--- src/logic/evpw_pkg.sv ---
package evpw_pkg;
   localparam logic [15:0] VEC_RESET_MAIN  = 16'hfffe;
   localparam logic [15:0] VEC_RESET_CLOCK = 16'hfffc;
   localparam logic [15:0] VEC_RESET_WDOG  = 16'hfffa;
   localparam logic [7:0]  OFS_TRAP        = 8'hf8;
   localparam logic [7:0]  OFS_SWTRAP      = 8'hf6;
   localparam logic [7:0]  OFS_XREQ        = 8'hf4;
   localparam logic [7:0]  OFS_LEVELI      = 8'hf2;
   localparam logic [7:0]  OFS_PERIPH_TOP  = 8'hf0;
   localparam logic [7:0]  OFS_PERIPH_LOW  = 8'h82;
   localparam logic [7:0]  OFS_SPURIOUS    = 8'h80;
   localparam logic [7:0]  BASE_RESET      = 8'hff;
   localparam logic [7:0]  BASE_DEBUG      = 8'hff;
   localparam logic [7:0]  BASE_LOW_BYTE   = 8'h00;
   localparam int          NUM_PERIPH_MAX  = 56;
   typedef enum logic [1:0] {EVPW_IDLE, EVPW_HOLD} evpw_state_t;
endpackage

--- src/logic/evpw_periph_prio.sv ---
`timescale 1ns/1ps
// picks the highest-numbered pending peripheral request; index 0 is vector 0x82
module evpw_periph_prio #(
   parameter int NUM = 56
) (
   input  wire logic [NUM-1:0] req,
   output logic                any,
   output logic [7:0]          lowByte
);
   import evpw_pkg::*;
   always_comb begin
      any = 1'b0;
      lowByte = OFS_SPURIOUS;
      // ascending scan so the larger low byte wins
      for (int i = 0; i < NUM; i++) begin
         if (req[i]) begin
            any = 1'b1;
            lowByte = OFS_PERIPH_LOW + 8'(2 * i);
         end
      end
   end
endmodule // evpw_periph_prio

--- src/logic/evpw_vector_unit.sv ---
`timescale 1ns/1ps
// Function
// - vector supplied only on core request, highest pending source wins
// - three resets outrank everything at 0xfffe, 0xfffc, 0xfffa
// - opcode trap at base+0xf8, then software trap at base+0xf6
// - x request at base+0xf4 below software trap, above I-maskable sources
// - level-I pin or die-link request at base+0xf2, top I-maskable
// - peripheral sources base+0xf0 down to 0x82, larger low byte wins
// - x source is x pin, or die-link error when initiator present
// - 0xf2 source is level-I pin, or die-link request when present
// - I-maskable routine preempted only by non-I requests until mask cleared
// - enabled I-maskable requests wake core; I mask blocks them
// - stop wake-up only from asynchronously asserted requests
// - x request wakes core regardless of x mask
// - x wake with x mask set enters no routine, resumes next instruction
// - no pending request on vector fetch gives spurious base+0x80
// - vector base is base register upper byte, 0x00 lower byte
// - base register resets to 0xff; debug active forces 0xff
module evpw_vector_unit #(
   parameter int NUM_PERIPH    = 56,
   parameter bit HAS_DIE_LINK  = 1'b0
) (
   input  wire logic                  ref_clk,
   input  wire logic                  nrst,
   input  wire logic                  resetMain,
   input  wire logic                  resetClock,
   input  wire logic                  resetWdog,
   input  wire logic                  trapReq,
   input  wire logic                  softwareTrapReq,
   input  wire logic                  xLevelPinRequest,
   input  wire logic                  dieLinkErrorReq,
   input  wire logic                  levelIPinRequest,
   input  wire logic                  dieLinkReq,
   input  wire logic [NUM_PERIPH-1:0] periphReq,
   input  wire logic                  maskI,
   input  wire logic                  maskX,
   input  wire logic                  debugActive,
   input  wire logic                  baseWrite,
   input  wire logic [7:0]            baseWriteData,
   input  wire logic                  vectorRequest,
   input  wire logic                  vectorTaken,
   output logic [15:0]                vectorAddr,
   output logic                       vectorValid,
   output logic [7:0]                 vectorBaseRegister,
   output logic                       wakeRequest,
   output logic                       wakeSkipRoutine
);
   import evpw_pkg::*;
   ////////////////////////////////////////////////////////////////////////////
   logic       xSrc;
   logic       iTopSrc;
   logic       periphAny;
   logic [7:0] periphLow;
   logic       iPending;
   logic [7:0] upperByte;
   logic [15:0] winner;
   assign xSrc    = HAS_DIE_LINK ? dieLinkErrorReq : xLevelPinRequest;
   assign iTopSrc = HAS_DIE_LINK ? dieLinkReq : levelIPinRequest;
   evpw_periph_prio #(.NUM(NUM_PERIPH)) periphPrio (
      .req     (periphReq),
      .any     (periphAny),
      .lowByte (periphLow)
   );
   // I mask gates all I-level sources, so nested I routines wait
   assign iPending  = ~maskI & (iTopSrc | periphAny);
   assign upperByte = debugActive ? BASE_DEBUG : vectorBaseRegister;
   always_comb begin
      // combinational over the inputs at the request cycle
      if (resetMain)                winner = VEC_RESET_MAIN;
      else if (resetClock)          winner = VEC_RESET_CLOCK;
      else if (resetWdog)           winner = VEC_RESET_WDOG;
      else if (trapReq)             winner = {upperByte, OFS_TRAP};
      else if (softwareTrapReq)     winner = {upperByte, OFS_SWTRAP};
      else if (xSrc & ~maskX)       winner = {upperByte, OFS_XREQ};
      else if (~maskI & iTopSrc)    winner = {upperByte, OFS_LEVELI};
      else if (~maskI & periphAny)  winner = {upperByte, periphLow};
      else                          winner = {upperByte, OFS_SPURIOUS};
   end
   ////////////////////////////////////////////////////////////////////////////
   evpw_state_t state;
   evpw_state_t next_state;
   logic [15:0] next_vectorAddr;
   logic [7:0]  next_vectorBaseRegister;
   always_comb begin
      next_state = state;
      next_vectorAddr = vectorAddr;
      next_vectorBaseRegister = baseWrite ? baseWriteData : vectorBaseRegister;
      unique case (state)
         EVPW_IDLE: begin
            if (vectorRequest) begin
               next_vectorAddr = winner;
               next_state = EVPW_HOLD;
            end
         end
         EVPW_HOLD: begin
            // latched so a late-arriving source cannot tear the read
            if (vectorTaken) next_state = EVPW_IDLE;
         end
         default: next_state = EVPW_IDLE;
      endcase
   end
   always_ff @(posedge ref_clk) begin
      if (!nrst) begin
         state <= EVPW_IDLE;
         vectorAddr <= VEC_RESET_MAIN;
         vectorBaseRegister <= BASE_RESET;
      end else begin
         state <= next_state;
         vectorAddr <= next_vectorAddr;
         vectorBaseRegister <= next_vectorBaseRegister;
      end
   end
   assign vectorValid = (state == EVPW_HOLD);
   ////////////////////////////////////////////////////////////////////////////
   // wake path is pure gating, no clock needed, so it works in stop
   assign wakeRequest = xSrc | iPending | trapReq | softwareTrapReq;
   // x mask set: core resumes after the stop or wait instruction
   assign wakeSkipRoutine = xSrc & maskX & ~iPending;
   ////////////////////////////////////////////////////////////////////////////
   // helpers for the checks below; a fetch is only taken from idle
   logic fetchTaken;
   logic noReset;
   logic noTrap;
   logic xVectored;
   assign fetchTaken = (state == EVPW_IDLE) && vectorRequest;
   assign noReset    = !resetMain && !resetClock && !resetWdog;
   assign noTrap     = noReset && !trapReq && !softwareTrapReq;
   // x is vectored only while its mask is clear; masked it only wakes
   assign xVectored  = xSrc && !maskX;
   ////////////////////////////////////////////////////////////////////////////
   // one check per rung of the ladder, each with every higher rung quiet
   reset_prio_a: assert property (@(posedge ref_clk) disable iff (!nrst)
      fetchTaken && resetMain |=> vectorAddr == 16'hfffe)
      else $error("main reset vector wrong");
   clock_prio_a: assert property (@(posedge ref_clk) disable iff (!nrst)
      fetchTaken && !resetMain && resetClock |=> vectorAddr == 16'hfffc)
      else $error("clock monitor reset vector wrong");
   wdog_prio_a: assert property (@(posedge ref_clk) disable iff (!nrst)
      fetchTaken && !resetMain && !resetClock && resetWdog |=> vectorAddr == 16'hfffa)
      else $error("watchdog vector wrong");
   trap_vec_a: assert property (@(posedge ref_clk) disable iff (!nrst)
      fetchTaken && noReset && trapReq |=> vectorAddr[7:0] == 8'hf8)
      else $error("trap vector wrong");
   swtrap_vec_a: assert property (@(posedge ref_clk) disable iff (!nrst)
      fetchTaken && noReset && !trapReq && softwareTrapReq |=> vectorAddr[7:0] == 8'hf6)
      else $error("software trap vector wrong");
   xreq_vec_a: assert property (@(posedge ref_clk) disable iff (!nrst)
      fetchTaken && noTrap && xVectored |=> vectorAddr[7:0] == 8'hf4)
      else $error("x request vector wrong");
   xmask_novec_a: assert property (@(posedge ref_clk) disable iff (!nrst)
      fetchTaken && noTrap && xSrc && maskX |=> vectorAddr[7:0] != 8'hf4)
      else $error("masked x request was vectored");
   leveli_vec_a: assert property (@(posedge ref_clk) disable iff (!nrst)
      fetchTaken && noTrap && !xVectored && !maskI && iTopSrc
      |=> vectorAddr[7:0] == 8'hf2)
      else $error("level-I vector wrong");
   periph_vec_a: assert property (@(posedge ref_clk) disable iff (!nrst)
      fetchTaken && noTrap && !xVectored && !maskI && !iTopSrc && periphAny
      |=> vectorAddr[7:0] == $past(periphLow) && !vectorAddr[0])
      else $error("peripheral vector wrong");
   spurious_vec_a: assert property (@(posedge ref_clk) disable iff (!nrst)
      fetchTaken && noTrap && !xVectored && !iPending |=> vectorAddr[7:0] == 8'h80)
      else $error("spurious vector wrong");
   // vector base, reset state and debug override
   base_fmt_a: assert property (@(posedge ref_clk) disable iff (!nrst)
      fetchTaken && noReset && !debugActive
      |=> vectorAddr[15:8] == $past(vectorBaseRegister))
      else $error("vector base wrong");
   debug_base_a: assert property (@(posedge ref_clk) disable iff (!nrst)
      fetchTaken && debugActive |=> vectorAddr[15:8] == 8'hff)
      else $error("debug base not forced");
   base_load_a: assert property (@(posedge ref_clk) disable iff (!nrst)
      baseWrite |=> vectorBaseRegister == $past(baseWriteData))
      else $error("vector base not loaded");
   base_reset_a: assert property (@(posedge ref_clk)
      !nrst |=> vectorBaseRegister == 8'hff && !vectorValid)
      else $error("reset state wrong");
   // handshake with the core; the held vector must not tear
   // a request seen while holding is simply ignored
   answer_a: assert property (@(posedge ref_clk) disable iff (!nrst)
      fetchTaken |=> vectorValid)
      else $error("vector not presented");
   quiet_a: assert property (@(posedge ref_clk) disable iff (!nrst)
      !vectorValid && !vectorRequest |=> !vectorValid)
      else $error("vector without request");
   hold_stable_a: assert property (@(posedge ref_clk) disable iff (!nrst)
      vectorValid && !vectorTaken |=> vectorValid && $stable(vectorAddr))
      else $error("vector not held");
   release_a: assert property (@(posedge ref_clk) disable iff (!nrst)
      vectorValid && vectorTaken |=> !vectorValid)
      else $error("vector not released");
   // wake path is level gating only, it must not depend on a clock edge
   imask_wake_a: assert property (@(posedge ref_clk) disable iff (!nrst)
      maskI && !xSrc && !trapReq && !softwareTrapReq |-> !wakeRequest)
      else $error("masked I woke core");
   iwake_a: assert property (@(posedge ref_clk) disable iff (!nrst)
      !maskI && (iTopSrc || periphAny) |-> wakeRequest)
      else $error("enabled I request failed to wake");
   idle_wake_a: assert property (@(posedge ref_clk) disable iff (!nrst)
      !xSrc && !iPending && !trapReq && !softwareTrapReq |-> !wakeRequest)
      else $error("wake without a request");
   xwake_a: assert property (@(posedge ref_clk) disable iff (!nrst)
      xSrc |-> wakeRequest)
      else $error("x request failed to wake");
   xskip_a: assert property (@(posedge ref_clk) disable iff (!nrst)
      wakeSkipRoutine |-> xSrc && maskX && !iPending)
      else $error("routine skip without masked x wake");
   ////////////////////////////////////////////////////////////////////////////
   // scenarios worth seeing once
   fetch_c: cover property (@(posedge ref_clk) disable iff (!nrst)
      vectorRequest ##1 vectorValid ##[1:4] vectorTaken);
   spur_c: cover property (@(posedge ref_clk) disable iff (!nrst)
      vectorValid && vectorAddr[7:0] == 8'h80);
   xskip_c: cover property (@(posedge ref_clk) disable iff (!nrst) wakeSkipRoutine);
   periph_c: cover property (@(posedge ref_clk) disable iff (!nrst)
      vectorValid && vectorAddr[7:0] == 8'h82);
   xvec_c: cover property (@(posedge ref_clk) disable iff (!nrst)
      vectorValid && vectorAddr[7:0] == 8'hf4);
endmodule // evpw_vector_unit

--- config.mk ---
export PLATFORM = sky130hd
export DESIGN_NAME = evpw_vector_unit
export DESIGN_NICKNAME = d
export VERILOG_FILES = /design/src/logic/evpw_pkg.sv /design/src/logic/evpw_periph_prio.sv /design/src/logic/evpw_vector_unit.sv
export SDC_FILE = /design/constraint.sdc
export NUM_CORES = 1
export LEC_CHECK = 0
export ABC_CLOCK_PERIOD_IN_PS = 1700
export BUFFER_PORTS_ARGS = -buffer_cell sky130_fd_sc_hd__buf_2
export CORE_MARGIN = 4
export CORE_UTILIZATION = 35
export DETAILED_ROUTE_END_ITERATION = 8
export PLACE_DENSITY = 0.67
export SETUP_SLACK_MARGIN = 0.02
export SKIP_CTS_REPAIR_TIMING = 1
export SLEW_MARGIN = 15
export SYNTH_ARGS = -nofsm -noshare
export SYNTH_HDL_FRONTEND = slang
export SYNTH_SLANG_ARGS = --single-unit
--- constraint.sdc ---
create_clock -name ref_clk -period 1.7 [get_ports ref_clk]
set_input_delay 0.085 -clock ref_clk [delete_from_list [all_inputs] [get_ports ref_clk]]
set_output_delay 0.085 -clock ref_clk [all_outputs]
set_load 0.005 [all_outputs]
==> reports/metrics.yaml <==
placed_design:
  place.gp.congestion: 0.876
  io_buffers: 103
  dp_hpwl_mm: 5.09
die:
  die_w_um: 78.4
  coreArea_mm2: 0.00475
  die_h_um: 78.4
  num_io_pins: 108
  dieArea_mm2: 0.00614
  num_rows: 25
  start_util: 0.364
finish:
  syn2layout_area_growth_pct: 73.1
  antennaDiodeCount: 0
  drive_gt1_frac: 0.486
  fin_nets: 481
power_and_ir_drop:
  total_power_mw: 1.36
  powerDensity_mw_per_mm2: 453
  vdd_ir_drop_max_mv: 0.239
  p_leak_nw: 1.35
min_path:
  hold_path.class: "input port to register"
  whs_path_depth: 3
worst_setup_path:
  endpoint_kind: "output pin"
  path_max_fanout: 2
  crit_start: "periphReq[32]"
  crit_path_end: "wakeRequest"
  reg2reg_depth: 5
  timing.rr.end: "vectorAddr[5]$_SDFFE_PN1P_"
  start_kind: "input port"
  arrival_ns: 1.69
  rrSetupSlack_ns: 0.21
  required_ns: 1.62
  criticalPathCategory: "input port to output pin"
  r2r-start: "state[0]$_SDFFE_PN0P_"
yosys:
  synth_simple_gate_area_frac: 0.410
  synth_fp_nets: 313
  yosysWarningCount: 0
  synth_top_family_by_area: "simple AND/OR/NAND/NOR gates"
  syn_area_mm2: 0.00173
  async_flop_share: 0
  synthAdderAreaFrac: 0
  synth_compound_area_frac: 0.232
  syn_inst: 232
  yosys.area_share.xor_xnor: 0
  ys.flop_type: "dfxtp_1"
  yosysUniqueCellTypes: 42
  avgSynthCellArea_um2: 7.47
  seq_area_frac_synth: 0.266
  synth.mux.area_fraction: 0.0462
  ys_ff_latch: 23
  synth_edf_count: 0
global_route:
  grt_pass1_wl_mm: 9.38
  grt_use_total: 0.182
  antenna_found_initial: 0
  grt_max_degree: 18
  first_global_vias: 2228
  overflow: 0
timing:
  setup_slack_ns: -0.0758
  post-route-period-util: 1.04
  slew_viol_final: 0
  fmax_ghz: 0.563
  finalHoldViolCount: 0
  tns_ns: -0.0758
  layout_min_cycle_time_ns: 1.78
  finClkSkew_ns: 0.00425
  setup_violations: 1
  rsz0062_at_grt: "yes"
clock_network:
  cts_buffers: 3
  cts_tree: "yes"
  cts_sinks: 23
  clock_latency_ns: 0.26
  htreeDepth: 1
  clockBufferDepth: 2
  cts_root_buf: "clkbuf_8"
  clkTransAtPathRegs_ns: 0.08
outcome:
  violations: "setup timing"
  status: "finished, violations left"
route:
  dr.pass1.iters: 4
  avgRoutedWirePerCell_um: 13.1
  drtIter0Drc: 77
  drc: 0
  vias: 2398
  vias_per_cell: 5.15
  drt_wl_total_mm: 6.12
  ant_nets: 0
job:
  cap_violations: 0
==> area by class of cell <==
type | count | area, µm²
fill | 443 | 1760
multi-input combinational | 192 | 1300
timing repair buffer | 169 | 1060
sequential | 23 | 460
tap | 67 | 83.8
clock buffer | 3 | 41.3
inverter | 11 | 41.3
clock inverter | 1 | 5.00
==> metal layers <==
| layer | track usage | part of all wire | vias to the layer above |
|---|---|---|---|
| met5 | 0 | 0 | - |
| met4 | 0.0542 | 0.013 | 0 |
| met3 | 0.0206 | 0.057 | 8 |
| met2 | 0.330 | 0.50 | 91 |
| met1 | 0.224 | 0.43 | 1085 |
| li1 | - | - | 1214 |
==> Yosys cell counts, drive strengths merged, types with 2 or more instances <==
library cell	n	share of area
o311ai	3	0.015
nor4b	2	0.010
nand2b	3	0.011
o22ai	10	0.036
inv	11	0.024
o31ai	4	0.017
dfxtp	23	0.27
nand2	27	0.058
or2b	2	0.0087
mux2i	8	0.046
nand4	4	0.022
o21ai	8	0.023
a31oi	4	0.014
clkbuf	3	0.0065
buf	3	0.011
o31a	2	0.010
nor4	21	0.14
or4	3	0.013
nor2b	3	0.011
a21oi	17	0.051
o21bai	3	0.013
conb	2	0.0043
o211ai	4	0.017
nand3	7	0.020
nor2	32	0.069
nor3	12	0.035
==> worst min path at each step <==
stage | from | end | slack, ns
after global routing | baseWriteData[0] | vectorBaseRegister[0]$_SDFFE_PN1P_ | 0.03
after detailed placement | baseWriteData[6] | vectorBaseRegister[6]$_SDFFE_PN1P_ | 0.30
after floorplan | baseWriteData[0] | vectorBaseRegister[0]$_SDFFE_PN1P_ | 0.21
after CTS | baseWriteData[6] | vectorBaseRegister[6]$_SDFFE_PN1P_ | 0.03
final | baseWriteData[6] | vectorBaseRegister[6]$_SDFFE_PN1P_ | 0.03
after global placement | baseWriteData[3] | vectorBaseRegister[3]$_SDFFE_PN1P_ | 0.30
==> critical path, cell delays in order <==
cell	delay, ns
buf_2	0.12
nor4_4	0.32
nand4_2	0.17
nor4_4	0.34
a21oi_2	0.10
or4_4	0.42
buf_6	0.13
==> cells in the final DEF, fill, tap and decap left out, drive strengths merged, types with 3 or more instances in the layout <==
cell type / count
o21bai: 3
o21ai: 8
buf: 169
nor2b: 3
or4: 3
clkbuf: 3
o311ai: 3
a31oi: 4
nor3: 12
a21oi: 17
nor2: 32
o211ai: 4
mux2i: 8
nand4: 4
o31ai: 4
dfxtp: 23
nand2: 27
o22ai: 10
nand3: 7
nor4: 21
inv: 11
nand2b: 3
==> power breakdown <==
group / total (mW) / leakage (nW) / switching [mW] / internal (mW)
Clock: 0.328 / 0.0255 / 0.165 / 0.163
Combinational: 0.464 / 1.14 / 0.223 / 0.241
Sequential: 0.568 / 0.188 / 0.0115 / 0.556
Total: 1.36 / 1.35 / 0.399 / 0.960
==> cells by family (layout without fill, tap and decap cells) <==
kind of cell	after synthesis	count (layout)
and+or+nand+nor	120	120
other	2	2
DFF	23	23
buffers and inverters	17	184
AOI/OAI and AO/OA	62	62
muxes	8	8
==> per-stage QoR <==
step	instances	utilization	setup WS, ns	area [µm²]	hold slack, ns
5_1_grt	466	0.631	-0.153	3000	0.0255
3_5_place_dp	459	0.584	-0.160	2780	0.303
2_1_floorplan	232	-	0.138	1730	0.214
3_3_place_gp	459	0.584	-0.116	2780	0.303
6_report	466	0.631	-0.0758	3000	0.0349
4_1_cts	463	0.593	-0.154	2820	0.0295
==> registers in the layout (all words and copies together) (netlist names) <==
name,flops
state,1
vectorAddr,14
vectorBaseRegister,8
No activity file was read; power rests on OpenSTA's default activity.
